==> src/bief_pkg.sv <==
package bief_pkg;

  // ---------------------------------------------------------------
  // Timing
  // ---------------------------------------------------------------
  localparam int CLK_PERIOD_NS = 100;
  localparam int MS_NS = 1000000;
  localparam int MS_CYCLES = (MS_NS + CLK_PERIOD_NS - 1) / CLK_PERIOD_NS;
  localparam logic [6:0] MS_PER_TENTH = 7'h64;
  localparam logic [3:0] TENTHS_PER_SEC = 4'hA;

  // ---------------------------------------------------------------
  // Register map (byte addresses)
  // ---------------------------------------------------------------
  localparam logic [7:0] ADDR_CTRL = 8'h00;
  localparam logic [7:0] ADDR_MINSIG = 8'h04;
  localparam logic [7:0] ADDR_WAIT = 8'h08;
  localparam logic [7:0] ADDR_CYCLE = 8'h0C;
  localparam logic [7:0] ADDR_STATUS = 8'h10;

  // ---------------------------------------------------------------
  // Types
  // ---------------------------------------------------------------
  typedef enum logic [2:0] {
    BIEF_REACT_ON = 3'h0,
    BIEF_REACT_OFF = 3'h1,
    BIEF_REACT_TOGGLE = 3'h2,
    BIEF_REACT_NONE = 3'h3,
    BIEF_REACT_STOP = 3'h4
  } bief_react_t;

  typedef enum logic [1:0] {
    BIEF_CYC_ON_0 = 2'h0,
    BIEF_CYC_ON_1 = 2'h1,
    BIEF_CYC_ON_ANY = 2'h2
  } bief_cycval_t;

  typedef struct packed {
    logic [4:0] rsv_hi;
    bief_cycval_t cyc_val;
    bief_react_t react1;
    bief_react_t react0;
    logic [4:0] long_sel;
    logic [2:0] deb_sel;
    logic [3:0] rsv_lo;
    logic update_en;
    logic write_en;
    logic cyc_en;
    logic scan_en;
    logic minsig_en;
    logic contact_open;
    logic sl_en;
  } bief_ctrl_t;

  typedef struct packed {
    logic [26:0] rsv;
    logic cyc_stopped;
    logic waiting;
    logic pressing;
    logic level;
    logic value;
  } bief_status_t;

  // ---------------------------------------------------------------
  // Reset values
  // ---------------------------------------------------------------
  localparam bief_ctrl_t CTRL_RESET = '{
    rsv_hi: 5'h00, cyc_val: BIEF_CYC_ON_1, react1: BIEF_REACT_ON,
    react0: BIEF_REACT_OFF, long_sel: 5'h03, deb_sel: 3'h3,
    rsv_lo: 4'h0, update_en: 1'b0, write_en: 1'b0, cyc_en: 1'b0,
    scan_en: 1'b0, minsig_en: 1'b0, contact_open: 1'b0, sl_en: 1'b0};
  localparam logic [15:0] MINSIG_RESET = 16'h000A;
  localparam logic [14:0] WAIT_RESET = 15'h0000;
  localparam logic [15:0] CYCLE_RESET = 16'h003C;

  // Debounce time in ms: 10/20/30/50/70/100/150
  function automatic logic [7:0] deb_ms(input logic [2:0] sel);
    case (sel)
      3'h0: deb_ms = 8'h0A;
      3'h1: deb_ms = 8'h14;
      3'h2: deb_ms = 8'h1E;
      3'h3: deb_ms = 8'h32;
      3'h4: deb_ms = 8'h46;
      3'h5: deb_ms = 8'h64;
      default: deb_ms = 8'h96;
    endcase
  endfunction

  // Long threshold in ms: 0.3..0.8, 1, 1.2, 1.5, then 2..10 s
  function automatic logic [13:0] long_ms(input logic [4:0] sel);
    case (sel)
      5'h00: long_ms = 14'h012C;
      5'h01: long_ms = 14'h0190;
      5'h02: long_ms = 14'h01F4;
      5'h03: long_ms = 14'h0258;
      5'h04: long_ms = 14'h0320;
      5'h05: long_ms = 14'h03E8;
      5'h06: long_ms = 14'h04B0;
      5'h07: long_ms = 14'h05DC;
      default: long_ms = (sel > 5'h10) ? 14'h2710 :
        14'((sel - 5'h06) * 11'h3E8);
    endcase
  endfunction

endpackage

==> src/bief_top.sv <==
`timescale 1ns/1ps
module bief_top #(
  parameter int MS_CYCLES = bief_pkg::MS_CYCLES
) (
  input wire logic CORE_CLK,
  input wire logic RESET_N,
  input wire logic [7:0] AVS_ADDRESS,
  input wire logic AVS_READ,
  input wire logic AVS_WRITE,
  input wire logic [31:0] AVS_WRITEDATA,
  input wire logic [3:0] AVS_BYTEENABLE,
  output logic [31:0] AVS_READDATA,
  output logic AVS_WAITREQUEST,
  input wire logic CONTACT_IN,
  input wire logic CONFIG_LOADED,
  input wire logic BUS_RECOVERED,
  input wire logic SEND_DELAY_DONE,
  input wire logic OBJ_WRITE,
  input wire logic OBJ_UPDATE,
  input wire logic OBJ_VALUE_IN,
  output logic SEND,
  output logic SEND_VALUE,
  output logic SWITCH_VALUE
);

  // ---------------------------------------------------------------
  // Register bus
  // ---------------------------------------------------------------
  bief_pkg::bief_ctrl_t ctrl, next_ctrl;
  logic [15:0] min_close, next_min_close, min_open, next_min_open;
  logic [14:0] wait_sec, next_wait_sec;
  logic [15:0] cycle_sec, next_cycle_sec;
  logic ack, next_ack;
  logic [31:0] rdata, next_rdata;
  bief_pkg::bief_status_t status;
  logic req;

  function automatic logic [31:0] merge(input logic [31:0] old,
                                        input logic [31:0] wd,
                                        input logic [3:0] be);
    logic [31:0] r;
    r = old;
    for (int i = 0; i < 4; i++) begin
      if (be[i]) begin
        r[8*i +: 8] = wd[8*i +: 8];
      end
    end
    return r;
  endfunction

  assign req = AVS_READ | AVS_WRITE;
  assign AVS_WAITREQUEST = req & ~ack;
  assign AVS_READDATA = rdata;

  always_comb begin
    next_ack = req & ~ack;
    next_ctrl = ctrl;
    next_min_close = min_close;
    next_min_open = min_open;
    next_wait_sec = wait_sec;
    next_cycle_sec = cycle_sec;
    next_rdata = rdata;
    if (next_ack) begin
      case (AVS_ADDRESS)
        bief_pkg::ADDR_CTRL: next_rdata = ctrl;
        bief_pkg::ADDR_MINSIG: next_rdata = {min_open, min_close};
        bief_pkg::ADDR_WAIT: next_rdata = {17'h00000, wait_sec};
        bief_pkg::ADDR_CYCLE: next_rdata = {16'h0000, cycle_sec};
        bief_pkg::ADDR_STATUS: next_rdata = status;
        default: next_rdata = 32'h00000000;
      endcase
    end
    if (AVS_WRITE & ack) begin
      case (AVS_ADDRESS)
        bief_pkg::ADDR_CTRL:
          next_ctrl = merge(ctrl, AVS_WRITEDATA, AVS_BYTEENABLE);
        bief_pkg::ADDR_MINSIG:
          {next_min_open, next_min_close} =
            merge({min_open, min_close}, AVS_WRITEDATA, AVS_BYTEENABLE);
        bief_pkg::ADDR_WAIT:
          next_wait_sec = 15'(merge({17'h00000, wait_sec}, AVS_WRITEDATA,
                                    AVS_BYTEENABLE));
        bief_pkg::ADDR_CYCLE:
          next_cycle_sec = 16'(merge({16'h0000, cycle_sec}, AVS_WRITEDATA,
                                     AVS_BYTEENABLE));
        default: next_ack = 1'b0;
      endcase
      next_ack = 1'b0;
    end
  end

  always_ff @(posedge CORE_CLK or negedge RESET_N) begin
    if (!RESET_N) begin
      ack <= 1'b0;
      rdata <= 32'h00000000;
      ctrl <= bief_pkg::CTRL_RESET;
      min_close <= bief_pkg::MINSIG_RESET;
      min_open <= bief_pkg::MINSIG_RESET;
      wait_sec <= bief_pkg::WAIT_RESET;
      cycle_sec <= bief_pkg::CYCLE_RESET;
    end else begin
      ack <= next_ack;
      rdata <= next_rdata;
      ctrl <= next_ctrl;
      min_close <= next_min_close;
      min_open <= next_min_open;
      wait_sec <= next_wait_sec;
      cycle_sec <= next_cycle_sec;
    end
  end

  // ---------------------------------------------------------------
  // Input path, timers and switch object
  // ---------------------------------------------------------------
  logic sync1, sync2;
  logic [15:0] ms_cnt, next_ms_cnt;
  logic [6:0] tenth_cnt, next_tenth_cnt;
  logic [3:0] sec_cnt, next_sec_cnt;
  logic [7:0] deb_cnt, next_deb_cnt;
  logic level, next_level;
  logic [15:0] min_cnt, next_min_cnt;
  logic pend, next_pend, acc_level, next_acc_level;
  logic [13:0] press_cnt, next_press_cnt;
  logic pressing, next_pressing;
  logic waiting, next_waiting;
  logic [14:0] wait_cnt, next_wait_cnt;
  logic value, next_value, stopped, next_stopped;
  logic [15:0] cyc_cnt, next_cyc_cnt;
  logic send, next_send, send_val, next_send_val;
  logic ms_tick, tenth_tick, sec_tick;

  assign ms_tick = ms_cnt == 16'(MS_CYCLES - 1);
  assign tenth_tick = ms_tick & (tenth_cnt == bief_pkg::MS_PER_TENTH - 7'h01);
  assign sec_tick = tenth_tick &
                    (sec_cnt == bief_pkg::TENTHS_PER_SEC - 4'h1);
  assign status = '{rsv: 27'h0000000, cyc_stopped: stopped,
                    waiting: waiting, pressing: pressing, level: acc_level,
                    value: value};
  assign SEND = send;
  assign SEND_VALUE = send_val;
  assign SWITCH_VALUE = value;

  always_comb begin
    logic edge_det, valid, vlevel, scan, ev0, ev1, do_send, cyc_ok;
    bief_pkg::bief_react_t react;
    edge_det = 1'b0;
    valid = 1'b0;
    vlevel = level;
    scan = 1'b0;
    ev0 = 1'b0;
    ev1 = 1'b0;
    do_send = 1'b0;
    react = bief_pkg::BIEF_REACT_NONE;
    next_ms_cnt = ms_tick ? 16'h0000 : ms_cnt + 16'h0001;
    next_tenth_cnt = tenth_cnt;
    next_sec_cnt = sec_cnt;
    if (ms_tick) begin
      next_tenth_cnt = tenth_tick ? 7'h00 : tenth_cnt + 7'h01;
    end
    if (tenth_tick) begin
      next_sec_cnt = sec_tick ? 4'h0 : sec_cnt + 4'h1;
    end
    // take edge at once, then blind for the debounce time
    next_deb_cnt = deb_cnt;
    next_level = level;
    if (deb_cnt != 8'h00) begin
      if (ms_tick) begin
        next_deb_cnt = deb_cnt - 8'h01;
      end
    end else if (sync2 != level) begin
      next_level = sync2;
      next_deb_cnt = bief_pkg::deb_ms(ctrl.deb_sel);
      edge_det = 1'b1;
    end
    next_min_cnt = min_cnt;
    next_pend = pend;
    if (edge_det & ctrl.minsig_en) begin
      next_min_cnt = sync2 ? min_close : min_open;
      next_pend = next_min_cnt != 16'h0000;
      valid = ~next_pend;
    end else if (edge_det) begin
      valid = 1'b1;
    end else if (pend & tenth_tick) begin
      next_min_cnt = min_cnt - 16'h0001;
      if (min_cnt <= 16'h0001) begin
        next_pend = 1'b0;
        valid = 1'b1;
      end
    end
    if (valid & (level_after(valid, next_level) == acc_level)) begin
      valid = 1'b0;
    end
    next_waiting = waiting;
    next_wait_cnt = wait_cnt;
    if (ctrl.scan_en & CONFIG_LOADED) begin
      scan = 1'b1;
    end
    if (ctrl.scan_en & BUS_RECOVERED) begin
      next_wait_cnt = wait_sec;
      next_waiting = wait_sec != 15'h0000;
      scan = scan | ~next_waiting;
    end else if (waiting & sec_tick) begin
      next_wait_cnt = wait_cnt - 15'h0001;
      if (wait_cnt <= 15'h0001) begin
        next_waiting = 1'b0;
        scan = 1'b1;
      end
    end
    valid = valid | scan;
    vlevel = next_level;
    next_acc_level = valid ? vlevel : acc_level;
    next_pressing = pressing;
    next_press_cnt = press_cnt;
    if (ctrl.sl_en) begin
      if (valid & (vlevel ^ ctrl.contact_open)) begin
        next_pressing = 1'b1;
        next_press_cnt = 14'h0000;
      end else if (valid & pressing) begin
        next_pressing = 1'b0;
        ev0 = 1'b1;
      end else if (pressing & ms_tick) begin
        next_press_cnt = press_cnt + 14'h0001;
        if (next_press_cnt >= bief_pkg::long_ms(ctrl.long_sel)) begin
          next_pressing = 1'b0;
          ev1 = 1'b1;
        end
      end
    end else begin
      next_pressing = 1'b0;
      // opening event 0, closing event 1
      ev0 = valid & ~vlevel;
      ev1 = valid & vlevel;
    end
    if (ev1) begin
      react = ctrl.react1;
    end else if (ev0) begin
      react = ctrl.react0;
    end
    next_value = value;
    next_stopped = stopped;
    case (react)
      bief_pkg::BIEF_REACT_ON: next_value = 1'b1;
      bief_pkg::BIEF_REACT_OFF: next_value = 1'b0;
      bief_pkg::BIEF_REACT_TOGGLE: next_value = ~value;
      bief_pkg::BIEF_REACT_STOP: next_stopped = ctrl.cyc_en;
      default: next_stopped = stopped;
    endcase
    if (react <= bief_pkg::BIEF_REACT_TOGGLE) begin
      do_send = 1'b1;
      next_stopped = 1'b0;
    end else if ((OBJ_WRITE & ctrl.write_en) |
                 (OBJ_UPDATE & ctrl.update_en)) begin
      next_value = OBJ_VALUE_IN;
      do_send = OBJ_VALUE_IN != value;
    end
    do_send = do_send | SEND_DELAY_DONE;
    cyc_ok = ctrl.cyc_en & ~next_stopped &
             ((ctrl.cyc_val == bief_pkg::BIEF_CYC_ON_ANY) |
              (next_value == ctrl.cyc_val[0]));
    next_cyc_cnt = cyc_cnt;
    if (do_send | ~cyc_ok) begin
      next_cyc_cnt = cycle_sec;
    end else if (sec_tick) begin
      if (cyc_cnt <= 16'h0001) begin
        do_send = 1'b1;
        next_cyc_cnt = cycle_sec;
      end else begin
        next_cyc_cnt = cyc_cnt - 16'h0001;
      end
    end
    next_send = do_send;
    next_send_val = do_send ? next_value : send_val;
  end

  function automatic logic level_after(input logic v, input logic l);
    return v ? l : 1'b0;
  endfunction

  always_ff @(posedge CORE_CLK or negedge RESET_N) begin
    if (!RESET_N) begin
      sync1 <= 1'b0;
      sync2 <= 1'b0;
      ms_cnt <= 16'h0000;
      tenth_cnt <= 7'h00;
      sec_cnt <= 4'h0;
      deb_cnt <= 8'h00;
      level <= 1'b0;
      min_cnt <= 16'h0000;
      pend <= 1'b0;
      acc_level <= 1'b0;
      press_cnt <= 14'h0000;
      pressing <= 1'b0;
      waiting <= 1'b0;
      wait_cnt <= 15'h0000;
      value <= 1'b0;
      stopped <= 1'b0;
      cyc_cnt <= bief_pkg::CYCLE_RESET;
      send <= 1'b0;
      send_val <= 1'b0;
    end else begin
      sync1 <= CONTACT_IN;
      sync2 <= sync1;
      ms_cnt <= next_ms_cnt;
      tenth_cnt <= next_tenth_cnt;
      sec_cnt <= next_sec_cnt;
      deb_cnt <= next_deb_cnt;
      level <= next_level;
      min_cnt <= next_min_cnt;
      pend <= next_pend;
      acc_level <= next_acc_level;
      press_cnt <= next_press_cnt;
      pressing <= next_pressing;
      waiting <= next_waiting;
      wait_cnt <= next_wait_cnt;
      value <= next_value;
      stopped <= next_stopped;
      cyc_cnt <= next_cyc_cnt;
      send <= next_send;
      send_val <= next_send_val;
    end
  end

endmodule

==> config.mk <==
export PLATFORM = sky130hd
export DESIGN_NAME = bief_top
export DESIGN_NICKNAME = d
export VERILOG_FILES = /design/src/bief_pkg.sv /design/src/bief_top.sv
export SDC_FILE = /design/constraint.sdc
export NUM_CORES = 1
export LEC_CHECK = 0
export BUFFER_PORTS_ARGS = -buffer_cell sky130_fd_sc_hd__buf_2
export CAP_MARGIN = 10
export CORE_ASPECT_RATIO = 1.4
export CORE_MARGIN = 1
export CORE_UTILIZATION = 68
export CTS_BUF_LIST = sky130_fd_sc_hd__clkbuf_4
export CTS_CLUSTER_DIAMETER = 150
export DETAILED_ROUTE_END_ITERATION = 10
export PLACE_DENSITY = 0.9
export SKIP_CTS_REPAIR_TIMING = 1
export SYNTH_ARGS = -nofsm -noshare
export SYNTH_HDL_FRONTEND = slang
export SYNTH_SLANG_ARGS = --single-unit
==> constraint.sdc <==
create_clock -name CORE_CLK -period 16.28 [get_ports CORE_CLK]
set_input_delay 4.07 -clock CORE_CLK [delete_from_list [all_inputs] [get_ports CORE_CLK]]
set_output_delay 4.07 -clock CORE_CLK [all_outputs]
set_load 0.02 [all_outputs]
* Yosys cells after proc, flatten, opt, wreduce, memory -nomap -nowiden
Index checks and enable logic that the tools add are counted.
** Storage, ports and cells
- Input bits :: 55
- Bits in registers :: 235
- Output and inout bits :: 36
** Cells by class
- Reduce and logical (&&, ||, !) cells :: 32
- Muxes and demuxes :: 73
- Add/sub/neg operators :: 9
- $mul :: 1
- $lt $le $gt $ge :: 6
- Eq/ne operators :: 32
- Bitwise gates (word level) :: 34
** Operators by type and width (count)
- 32-bit case mux with 5 select lines :: 1
- 16-bit 2-to-1 mux :: 8
- 14-bit 2-to-1 mux :: 8
- 14-bit case mux with 8 select lines :: 1
- 8-bit case mux with 6 select lines :: 1
- 1-bit 2-to-1 mux :: 44
- 3-bit AND reduction :: 14
- 16-bit by 1-bit less-or-equal comparator with 1-bit output, second input constant :: 2
- 16-bit by 1-bit subtractor with 16-bit output, second input constant :: 2
- 15-bit 2-to-1 mux :: 2
- 8-bit 2-to-1 mux :: 3
- 5-bit by 3-bit equality test with 1-bit output, second input constant :: 4
- 1-bit AND :: 19
- 16-bit by 1-bit adder with 16-bit output, second input constant :: 1
- 16-bit by 14-bit equality test with 1-bit output, second input constant :: 1
- 8-bit by 4-bit equality test with 1-bit output, second input constant :: 2
- 16-bit nonzero test :: 1
- 15-bit by 1-bit less-or-equal comparator with 1-bit output, second input constant :: 1
- 15-bit nonzero test :: 1
- 15-bit by 1-bit subtractor with 15-bit output, second input constant :: 1
- 14-bit by 1-bit adder with 14-bit output, second input constant :: 1
- 14-bit >= comparator :: 1
- 14-bit by 7-bit multiplier with 11-bit output, second input constant :: 1
- 2-bit nonzero test :: 7
- other kinds (33) :: 60

* Depth between registers and ports, before layout
Gate-level depths: netlist (run 1).
- Depth after elaboration :: 32
- Gate-level depth with buffers :: 32
- Depth with buffers taken out :: 30

* Worst setup path before layout (run 1)
Ideal clock, no wire load.
- Path kind :: input-to-output
- Start :: in AVS_READ
- End :: out AVS_WAITREQUEST
- Cell stages on the path :: 3
- Path slack :: 7.678 ns
- Arrival time :: 4.532 ns
- Cell sequence :: nor2_1 or2_2 inv_1
** Between the ends
- Longest elaborated chain between the ends :: 2
** RTL lines
- start: declaration :: RTL line bief_top.sv:8 : input wire logic AVS_READ,
- 1-bit OR :: RTL line bief_top.sv:51 : assign req = AVS_READ | AVS_WRITE;
- 1-bit AND :: RTL line bief_top.sv:52 : assign AVS_WAITREQUEST = req & ~ack;
- end: declaration :: RTL line bief_top.sv:13 : output logic AVS_WAITREQUEST,
No other way between the ends.

* Worst setup path in the final report (run 1)
- Start :: in AVS_WRITE
- End :: out AVS_WAITREQUEST
** Between the ends
- Longest elaborated chain between the ends :: 2
** RTL lines
- start: declaration :: RTL line bief_top.sv:9 : input wire logic AVS_WRITE,
- 1-bit OR :: RTL line bief_top.sv:51
- 1-bit AND :: RTL line bief_top.sv:52
No other way between the ends.

==> results of run 1 <==
[per-layer routing]
metal	vias to the layer above	track usage, %
met2	552	60.9
met4	0	21.0
met3	159	5.46
li1	4979	-
met5	-	0
met1	5465	41.3
[flip-flops by register name (all words and copies together) (netlist names), 4 cells and up]
signal,count
AVS_READDATA,32
ctrl,32
cyc_cnt,16
cycle_sec,16
deb_cnt,8
min_close,16
min_cnt,16
min_open,16
ms_cnt,16
press_cnt,14
sec_cnt,4
tenth_cnt,7
wait_cnt,15
wait_sec,15
[area by class of cell]
type,count,area share (%)
multi-input combinational,969,46.8
sequential,235,40.9
clock buffer,84,4.37
timing repair buffer,100,3.71
tap,244,2.11
inverter,59,1.53
clock inverter,20,0.572
antenna,1,0.0173
[worst paths after layout]
path                       startpoint               to  slack (ps)
hold reg to reg                 sync1            sync2         350
setup reg to reg             ctrl[16]      cyc_cnt[15]        8150
min in group asynchronous     RESET_N    press_cnt[13]        3390
setup / recovery            AVS_WRITE  AVS_WAITREQUEST        6920
hold / removal                  sync1            sync2         350
max in group asynchronous     RESET_N         ctrl[13]       11440
[kinds of logic (layout without fill, tap and decap cells)]
family	count (synthesis)	count (layout)	share of synthesized area (%)
AND/OR/NAND/NOR	411	411	15.0
adder cells (fa/ha/maj)	64	64	6.79
XOR/XNOR	75	75	5.02
other	0	1	0
AO/OA/AOI/OAI	304	304	15.0
buffers and inverters	113	263	3.34
multiplexers	115	115	9.69
flip-flops	235	235	45.1
[cell usage after synthesis (8+ instances only)]
cell / number / area share [%]
o22a_1: 10 / 0.67
dfrtp_1: 217 / 42
fa_1: 12 / 1.8
o21ai_0: 102 / 3.9
a21oi_1: 61 / 2.3
dfstp_2: 18 / 3.6
ha_1: 51 / 4.9
nor2b_1: 16 / 0.77
nor2_1: 102 / 2.9
clkbuf_1: 47 / 1.3
a221oi_1: 8 / 0.54
a211oi_1: 14 / 0.80
o2bb2ai_1: 8 / 0.54
nor4_1: 22 / 1.1
nor3_1: 37 / 1.4
mux2_2: 92 / 7.9
xor2_1: 21 / 1.4
nand3_1: 37 / 1.4
mux2i_1: 22 / 1.7
inv_1: 59 / 1.7
or3_1: 11 / 0.53
a31oi_1: 11 / 0.53
nand4_1: 8 / 0.38
a22oi_1: 21 / 1.2
a21o_1: 16 / 0.92
and3_1: 12 / 0.57
xnor2_1: 54 / 3.6
nand2_1: 126 / 3.6
[placed cells by master (no fill, tap or decap), drive strengths merged, types with 54 or more instances in the layout]
master and instances:
o21ai 106, nand2 126, inv 61, nor2 102
buf 100, clkbuf 84, dfrtp 217, xnor2 54
a21oi 61, mux2 93
[through the flow]
stage	std cells	power [uW]	setup WS [ps]
floorplan	1317	822	7680
global placement	1607	880	7010
detailed placement	1607	893	6940
CTS	1711	1370	6920
global route	1712	1430	6800
finish	1712	1370	6920
[power by group through the flow]
stage	sequential, uW	combinational, uW	clock [uW]
final	660	230	476
after detailed placement	669	224	0
after global routing	663	254	513
after floorplan	662	160	0
after global placement	666	214	0
after CTS	659	227	481
==> out/results.ini, run 1 <==
[logic_synthesis]
synth-seq-cells = 235
syn-mean-instance-area_um2 = 9.93
yosys_warnings = 0
synth-async-reset-ratio_pct = 100
synth_edf_count = 0
ys_seq_area_share_pct = 45.1
synth_flop_cell = dfrtp_1
syn-cell-area_um2 = 13100
post_synth_num_cell_types = 71
syn-instance-count = 1317
synthesis.nets = 1435

[clock_network]
htree_levels = 2
clk_latency_ps = 690
cts_tree = yes
path_clk_slew_ps = 60
cts_made_buffers = 56
clock-sinks = 235
root_buffer = clkbuf_4
cts_buffer_depth = 3

[floorplan]
chipWidth_um = 119
placementRows = 59
die-area_um2 = 19800
ios = 91
initial_utilization_pct = 70.0
core_area_um2 = 18700
die_y_um = 166

[timing]
fin_skew_ps = 32.7
relSlewSlack_pct = 22.0
final.min_clock_period_ps = 9360
max_freq_ghz = 0.107
setup_tns_ps = 0
rsz0062_at_grt = no
drv_slew = 0
setup_viol = 0
fin_crit_sh_pct = 57.5
fin_hold_ws_ps = 350
hold_viol = 0
worstMarginPinSlew_ps = 1170

[worst_setup_path]
cp_cell_sequence = buf_2 -> nor2_1 -> or2_2 -> inv_1 -> buf_2
critPathTopFamily = simple AND/OR/NAND/NOR gates
crit_cells = 5
r2r_cells = 31
path_max_fanout = 39
cpMostUsedCell = buf_2
crit_type = input pin to primary output
crit_arrival_ps = 5290
cp_slowest_stage_delay_ps = 620
endpoint_kind = primary output
worstSetupStartpointType = input pin
cp_slowest_cell = or2_2
worstPathRequired_ps = 12210
cp_num_buf_inv = 3

[run_status]
status = finished, final reports clean

[global_routing]
grt_pass1_wl_mm = 55.4
grt_max_degree = 87
overflow = 0
track_usage_pct = 35.3
grt_pass1_vias = 11200
antenna_found_initial = 1

[cells_and_area]
drive_gt1_share_pct = 21.5
multi_input_area_um2 = 6760
final_design_area_no_fill_um2 = 14400
final_util_pct = 77.3
nets = 1539
syn_to_final_growth_pct = 10.4
seqCellArea_um2 = 5900
fillers = 1145

[detailed_routing]
wl_met3_mm = 2.33
drt-met1-wl_mm = 12.3
wl_mm = 33.8
drtPass1Iterations = 6
drc = 0
routedWlPerCell_um = 19.8
wl_met2_mm = 17.2
drtIter0Drc = 1000
vias = 11200
top_layer = met4
viasPerCell = 6.52
postRouteAntennaNets = 0

[power_and_ir_drop]
vdd_drop_max_v = 0.0000911
pwr-share-clk_pct = 34.9
power_density_nw_per_um2 = 94.6
switching_share_pct = 30.4
p_int_uw = 951
seq_power_share_pct = 48.3
combPwrFrac_pct = 16.8
p_leak_uw = 0.00684
p_switching_uw = 416

[placement]
dp_hpwl_mm = 23.3
gp_congestion = 0.898
placedInstanceArea_um2 = 13700
portBuffers = 90

[min_path]
hold_path.class = flop to flop
holdPathStages = 0

[run]
maxCapViolations = 0

Power figures use the tool's default switching activity.
==> run 2: changes to the inputs <==
--- a/config.mk
+++ b/config.mk
@@ -5,15 +5,16 @@
 export SDC_FILE = /design/constraint.sdc
 export NUM_CORES = 1
 export LEC_CHECK = 0
+export ABC_AREA = 1
 export BUFFER_PORTS_ARGS = -buffer_cell sky130_fd_sc_hd__buf_2
 export CAP_MARGIN = 10
 export CORE_ASPECT_RATIO = 1.4
 export CORE_MARGIN = 1
-export CORE_UTILIZATION = 68
+export CORE_UTILIZATION = 63
 export CTS_BUF_LIST = sky130_fd_sc_hd__clkbuf_4
 export CTS_CLUSTER_DIAMETER = 150
 export DETAILED_ROUTE_END_ITERATION = 10
-export PLACE_DENSITY = 0.9
+export PLACE_DENSITY = 0.84
 export SKIP_CTS_REPAIR_TIMING = 1
 export SYNTH_ARGS = -nofsm -noshare
 export SYNTH_HDL_FRONTEND = slang
==> constraint.sdc (replaced) <==
create_clock -name CORE_CLK -period 9.1 [get_ports CORE_CLK]
set_input_delay 2.275 -clock CORE_CLK [delete_from_list [all_inputs] [get_ports CORE_CLK]]
set_output_delay 2.275 -clock CORE_CLK [all_outputs]
set_load 0.02 [all_outputs]
==> run 2 against run 1 <==
  * Wire length up 9.1%
  * Cell area grew 6.6%
  * Via count grew 14%
  * Core utilization decreased by 6.6 points
  * Count of clock-buffer cells in the layout is 2 higher
  * Flip-flop and latch count did not move
  * Register-to-register slack got worse by 6400 ps
  * Die area is 15% higher
==> out/results.ini, run 2 <==
[worst_setup_path]
cpMostUsedCell = nand2_1
worstPathRequired_ps = 9680  ; -2530 ps
cp_slowest_stage_delay_ps = 550  ; -70 ps
ff2ff_setup_slack_ps = 1800  ; -6350 ps
cp_num_buf_inv = 6  ; +3
path_max_fanout = 18  ; -54%
critPathTopFamily = simple AND/OR/NAND/NOR gates
crit_arrival_ps = 7890  ; +2600 ps
worstSetupStartpointType = flop
endpoint_kind = flop
crit_type = flop to flop
cp_slowest_cell = nor2_1

[logic_synthesis]
synth-async-reset-ratio_pct = 100  ; unchanged
syn-cell-area_um2 = 13900  ; +6.4%
yosys-top-cells-count = nand2_1 (515), inv_1 (228), dfrtp_1 (217)
syn-mean-instance-area_um2 = 7.73  ; -22%
yosysTopAreaCell = dfrtp_1
ys_seq_area_share_pct = 42.4  ; -2.7 points
syn-instance-count = 1801  ; +37%
synthesis.nets = 1919  ; +34%
yosysMostFrequentCell = nand2_1
synth_area_leaders = dfrtp_1 (39%), nand2_1 (14%), o21ai_0 (6.4%), inv_1 (6.1%), ha_1 (4.6%)
synth-seq-cells = 235  ; unchanged
synth_top_area_share_pct = 39.0  ; -2.5 points
synth_edf_count = 0  ; unchanged
post_synth_num_cell_types = 62  ; -13%
synth_flop_cell = dfrtp_1
yosys_warnings = 0  ; unchanged

[detailed_routing]
wl_met2_mm = 18.1  ; +5.2%
routedWlPerCell_um = 16.4  ; -17%
drc = 0  ; unchanged
wl_met3_mm = 2.32  ; -0.39%
drt-met1-wl_mm = 14.5  ; +19%
top_layer = met4
vias = 12800  ; +14%
drtPass1Iterations = 7  ; +1
postRouteAntennaNets = 0  ; unchanged
drtIter0Drc = 1174  ; +17%
wl_mm = 36.9  ; +9.1%
viasPerCell = 5.66  ; -13%

[cells_and_area]
final_design_area_no_fill_um2 = 15400  ; +6.6%
drive_gt1_share_pct = 13.4  ; -8.2 points
syn_to_final_growth_pct = 10.6
fillers = 1822  ; +59%
nets = 2027  ; +32%
layout_commonest_cell = nand2_1
layout_common_cells = nand2_1 (515), inv_1 (228), dfrtp_1 (217)

[power_and_ir_drop]
p_total_uw = 2530  ; +85%
power_density_nw_per_um2 = 164  ; +73%
vdd_drop_max_v = 0.000132  ; +45%
p_leak_uw = 0.00770  ; +12%

[clock_network]
root_buffer = clkbuf_4
clock-sinks = 235  ; unchanged
cts_made_buffers = 58  ; +3.6%
cts_buffer_depth = 3  ; unchanged
htree_levels = 2  ; unchanged
cts_tree = yes
clk_latency_ps = 730  ; +40 ps
path_clk_slew_ps = 70  ; about the same

[placement]
portBuffers = 90  ; unchanged
dp_hpwl_mm = 27.5  ; +18%
gp_congestion = 0.934  ; +4.0%
placedInstanceArea_um2 = 14600  ; +6.6%
dpl_worst_slack_ps = 1820  ; -5120 ps

[global_routing]
grt_pass1_vias = 12500  ; +11%
overflow = 0  ; unchanged
antenna_found_initial = 1  ; unchanged
track_usage_pct = 33.7  ; -1.6 points
grt_pass1_wl_mm = 60.0  ; +8.4%
grt_max_degree = 85  ; -2.3%

[timing]
max_freq_ghz = 0.137
relSlewSlack_pct = 31.9  ; +9.9 points
setup_tns_ps = 0  ; unchanged
final.min_clock_period_ps = 7300
fin_crit_sh_pct = 80.2
hold_viol = 0  ; unchanged
setup_viol = 0  ; unchanged
fin_skew_ps = 51.2  ; +18.6 ps
setup_ws_ps = 1800  ; -5120 ps
rsz0062_at_grt = no
drv_slew = 0  ; unchanged
worstMarginPinSlew_ps = 1020  ; -148 ps
fin_hold_ws_ps = 333  ; -16.1 ps

[floorplan]
die-area_um2 = 22700  ; +15%
chipWidth_um = 128  ; +7.0%
die_y_um = 178  ; +7.1%
ios = 91  ; unchanged
core_area_um2 = 21800  ; +17%
placementRows = 64  ; +8.5%
initial_utilization_pct = 63.9  ; -6.1 points

[min_path]
hold_path.class = flop to flop

[run_status]
status = finished, final reports clean

[run]
maxCapViolations = 0  ; unchanged

==> run 2: cell types whose count changed after synthesis, moves of 31 or more <==
cell and change:
nand2_1 +389, inv_1 +169, mux2_2 -89, o21ai_0 +75
xnor2_1 -41, nor2_1 +40, xor2_1 +31
==> run 2: cell type report <==
class	instances	area (um^2)	area share (%)
Multi-Input combinational cell	1279	6940	45.1
Sequential cell	235	5900	38.4
Inverter	237	892	5.80
Clock buffer	86	646	4.20
Timing Repair Buffer	98	520	3.38
Tap cell	297	372	2.41
Clock inverter	20	113	0.732
Antenna cell	1	2.50	0.0163
==> run 2: where the power goes <==
| part | switching [uW] | internal [uW] |
|---|---|---|
| logic | 325 | 168 |
| registers | 42.0 | 1090 |
| clock network | 436 | 463 |
==> run 2: cells by family after synthesis <==
logic type,share of synthesized area (%)
AND/OR/NAND/NOR,25.6
multiplexers,0.243
XOR/XNOR,4.09
adder cells (fa/ha/maj),6.31
flip-flops,42.4
buffers and inverters,7.93
AO/OA/AOI/OAI,13.4
==> run 2: worst reg2reg max path: cells and delay by family, from the launching register on <==
family                   cells  cell delay, ps
adder cells (fa/ha/maj)      6            2440
AO/OA/AOI/OAI                5             840
XOR/XNOR                     1             160
flip-flops                   1             400
buffers and inverters        6             450
AND/OR/NAND/NOR             19            2880
==> run 2: final timing paths <==
kind,start,to,cells past startpoint
worst max-delay path,ctrl[17],cyc_cnt[8],37
worst min-delay path,sync1,sync2,0
worst max register to register,ctrl[17],cyc_cnt[8],37
worst min register to register,sync1,sync2,0
max in group asynchronous,RESET_N,cyc_cnt[14],2
min in group asynchronous,RESET_N,press_cnt[8],1
==> run 2: layer usage <==
metal  vias to the layer above  GRT usage [%]
li1                       6125              -
met1                      6022           40.3
met2                       499           57.2
met5                         -              0
met3                       116           5.28
met4                         0           20.1
==> run 2: stage by stage <==
stage / cells / util [%]
final: 2253 / 70.7
after global routing: 2253 / 70.7
after CTS: 2252 / 70.6
after detailed placement: 2146 / 67.2
after global placement: 2146 / 67.2
after floorplan: 1801 / -
==> run 3: changes to the inputs <==
--- a/config.mk
+++ b/config.mk
@@ -10,11 +10,11 @@
 export CAP_MARGIN = 10
 export CORE_ASPECT_RATIO = 1.4
 export CORE_MARGIN = 1
-export CORE_UTILIZATION = 63
+export CORE_UTILIZATION = 57
 export CTS_BUF_LIST = sky130_fd_sc_hd__clkbuf_4
 export CTS_CLUSTER_DIAMETER = 150
 export DETAILED_ROUTE_END_ITERATION = 10
-export PLACE_DENSITY = 0.84
+export PLACE_DENSITY = 0.81
 export SKIP_CTS_REPAIR_TIMING = 1
 export SYNTH_ARGS = -nofsm -noshare
 export SYNTH_HDL_FRONTEND = slang
==> constraint.sdc (replaced) <==
create_clock -name CORE_CLK -period 6.4 [get_ports CORE_CLK]
set_input_delay 1.6 -clock CORE_CLK [delete_from_list [all_inputs] [get_ports CORE_CLK]]
set_output_delay 1.6 -clock CORE_CLK [all_outputs]
set_load 0.02 [all_outputs]
==> run 3 against run 2 <==
  * The flow now finishes with violations (setup timing)
  * Non-clock buffer count rose by 35
  * Die area rose by 10%
  * Flip-flop and latch count did not move
  * Clock skew fell by 18 ps
  * Worst setup slack got worse by 1900 ps
  * Cell area rose by 4.6%
  * Cell count rose by 2.2%
  * Register-to-register slack got worse by 1900 ps
  * Hold slack improved by 24 ps
  * Largest cell class unchanged
  * Largest power group unchanged
==> out/results.ini, run 3 (synthesis gave the netlist of run 2 again) <==
[timing]
final.min_clock_period_ps = 6510  ; -797 ps
drv_slew = 0  ; unchanged
rsz0062_at_grt = yes
fin_skew_ps = 33.4  ; -17.9 ps
fin_crit_sh_pct = 102  ; +21 points
max_freq_ghz = 0.154  ; +12%
setup_viol = 17  ; +17
worstMarginPinSlew_ps = 990  ; -32.3 ps
setup_ws_ps = -105  ; -1900 ps
hold_viol = 0  ; unchanged
relSlewSlack_pct = 33.5  ; +1.7 points

[floorplan]
die_y_um = 187  ; +5.1%
placementRows = 67  ; +4.7%
chipWidth_um = 134  ; +5.1%
ios = 91  ; unchanged
core_area_um2 = 24000  ; +10%
die-area_um2 = 25100  ; +10%
initial_utilization_pct = 58.0  ; -5.8 points

[worst_setup_path]
worstSetupStartpointType = flop
crit_arrival_ps = 7160  ; -730 ps
crit_path_start = ctrl[15]
path_max_fanout = 8  ; -10
worstPathRequired_ps = 7060  ; -2620 ps
crit_type = flop to flop
cpMostUsedCell = nand2_2
rr_startpoint = ctrl[15]
cp_slowest_stage_delay_ps = 590  ; +40 ps
cp_slowest_cell = dfstp_2
endpoint_kind = flop

[run]
maxCapViolations = 0  ; unchanged

[placement]
gp_congestion = 0.950  ; +1.7%
placedInstanceArea_um2 = 14900  ; +1.6%
dp_cells = 2185  ; +1.8%
portBuffers = 90  ; unchanged
dp_hpwl_mm = 27.7  ; +0.76%

[detailed_routing]
wl_met3_mm = 2.47  ; +6.2%
drt-met1-wl_mm = 15.1  ; +3.7%
drtPass1Iterations = 6  ; -1
vias = 13000  ; +1.8%
viasPerCell = 5.64  ; -0.37%
drtIter0Drc = 1126  ; -4.1%
drc = 0  ; unchanged
wl_met2_mm = 18.9  ; +4.4%
routedWlPerCell_um = 16.8  ; +2.6%
wl_mm = 38.7  ; +4.8%
top_layer = met5
postRouteAntennaNets = 0  ; unchanged

[cells_and_area]
final_design_area_no_fill_um2 = 16100  ; +4.6%
drive_gt1_share_pct = 18.3  ; +5.0 points
nets = 2061  ; +1.7%
final_cells = 2302  ; +2.2%
layout_commonest_cell = nand2_1
syn_to_final_growth_pct = 15.7
layout_common_cells = nand2_1 (476), inv_1 (218), dfrtp_1 (217)

[global_routing]
grt_max_degree = 124  ; +46%
grt_pass1_wl_mm = 61.9  ; +3.1%
grt_pass1_vias = 12500  ; +0.50%
antenna_found_initial = 2  ; +1
overflow = 0  ; unchanged
track_usage_pct = 31.1  ; -2.6 points

[clock_network]
cts_tree = yes
clk_latency_ps = 720  ; about the same
htree_levels = 2  ; unchanged
cts_made_buffers = 57  ; -1.7%
clock-sinks = 235  ; unchanged
path_clk_slew_ps = 70  ; about the same
root_buffer = clkbuf_4
cts_buffer_depth = 3  ; unchanged

[min_path]
worstHoldStart = sync1
hold_path.class = flop to flop

[run_status]
status = complete, but fails checks
violations = setup timing

[power_and_ir_drop]
vdd_drop_max_v = 0.000151  ; +15%
power_density_nw_per_um2 = 232  ; +42%
p_leak_uw = 0.00798  ; +3.6%

[run 3: metrics by stage]
stage	worst slack (ps)	utilization, %	total power (uW)	hold slack (ps)	setup TNS (ps)
after floorplan	192	-	2130	331	0
after global placement	40.2	62.0	2340	341	0
after global routing	-463	67.1	3940	370	-7660
after CTS	-244	65.2	3670	348	-3860
after detailed placement	-193	62.0	2360	336	-2970
final	-105	67.1	3740	358	-1410
[run 3: critical path, delay by kind of cell, from the launching register on]
kind | cells | cell delay, ps
buffers and inverters | 5 | 540
adder cells (fa/ha/maj) | 5 | 2080
XOR/XNOR | 1 | 160
AO/OA/AOI/OAI | 4 | 400
AND/OR/NAND/NOR | 27 | 2680
flip-flops | 1 | 590
[run 3: path summary, 6_finish.rpt]
path	to	slack (ps)	cells after the start
setup reg to reg	cyc_cnt[4]	-110	42
max in group asynchronous	AVS_READDATA[15]	4280	2
min in group asynchronous	ms_cnt[6]	970	1
hold / removal	sync2	360	0
setup / recovery	cyc_cnt[4]	-110	42
hold reg to reg	sync2	360	0
[run 3: routing by layer]
layer  vias up  global-route usage, %
li1       6179                      -
met1      6168                   37.6
met2       515                   51.4
met3       127                   5.58
met4         2                   18.8
met5         -                      0
[run 3: final cells by class]
type	count	area (um^2)
Clock inverter	23	144
Sequential cell	235	5900
Timing Repair Buffer	133	848
Multi-Input combinational cell	1279	7270
Fill cell	2015	7880
Inverter	237	905
Antenna cell	1	2.50
Clock buffer	84	631
Tap cell	310	388
[run 3: power breakdown]
part	switching, uW	leakage (uW)	internal (uW)
Combinational	515	0.00442	302
Sequential	61.7	0.00309	1550
Clock	624	0.000460	685
Total	1200	0.00798	2540
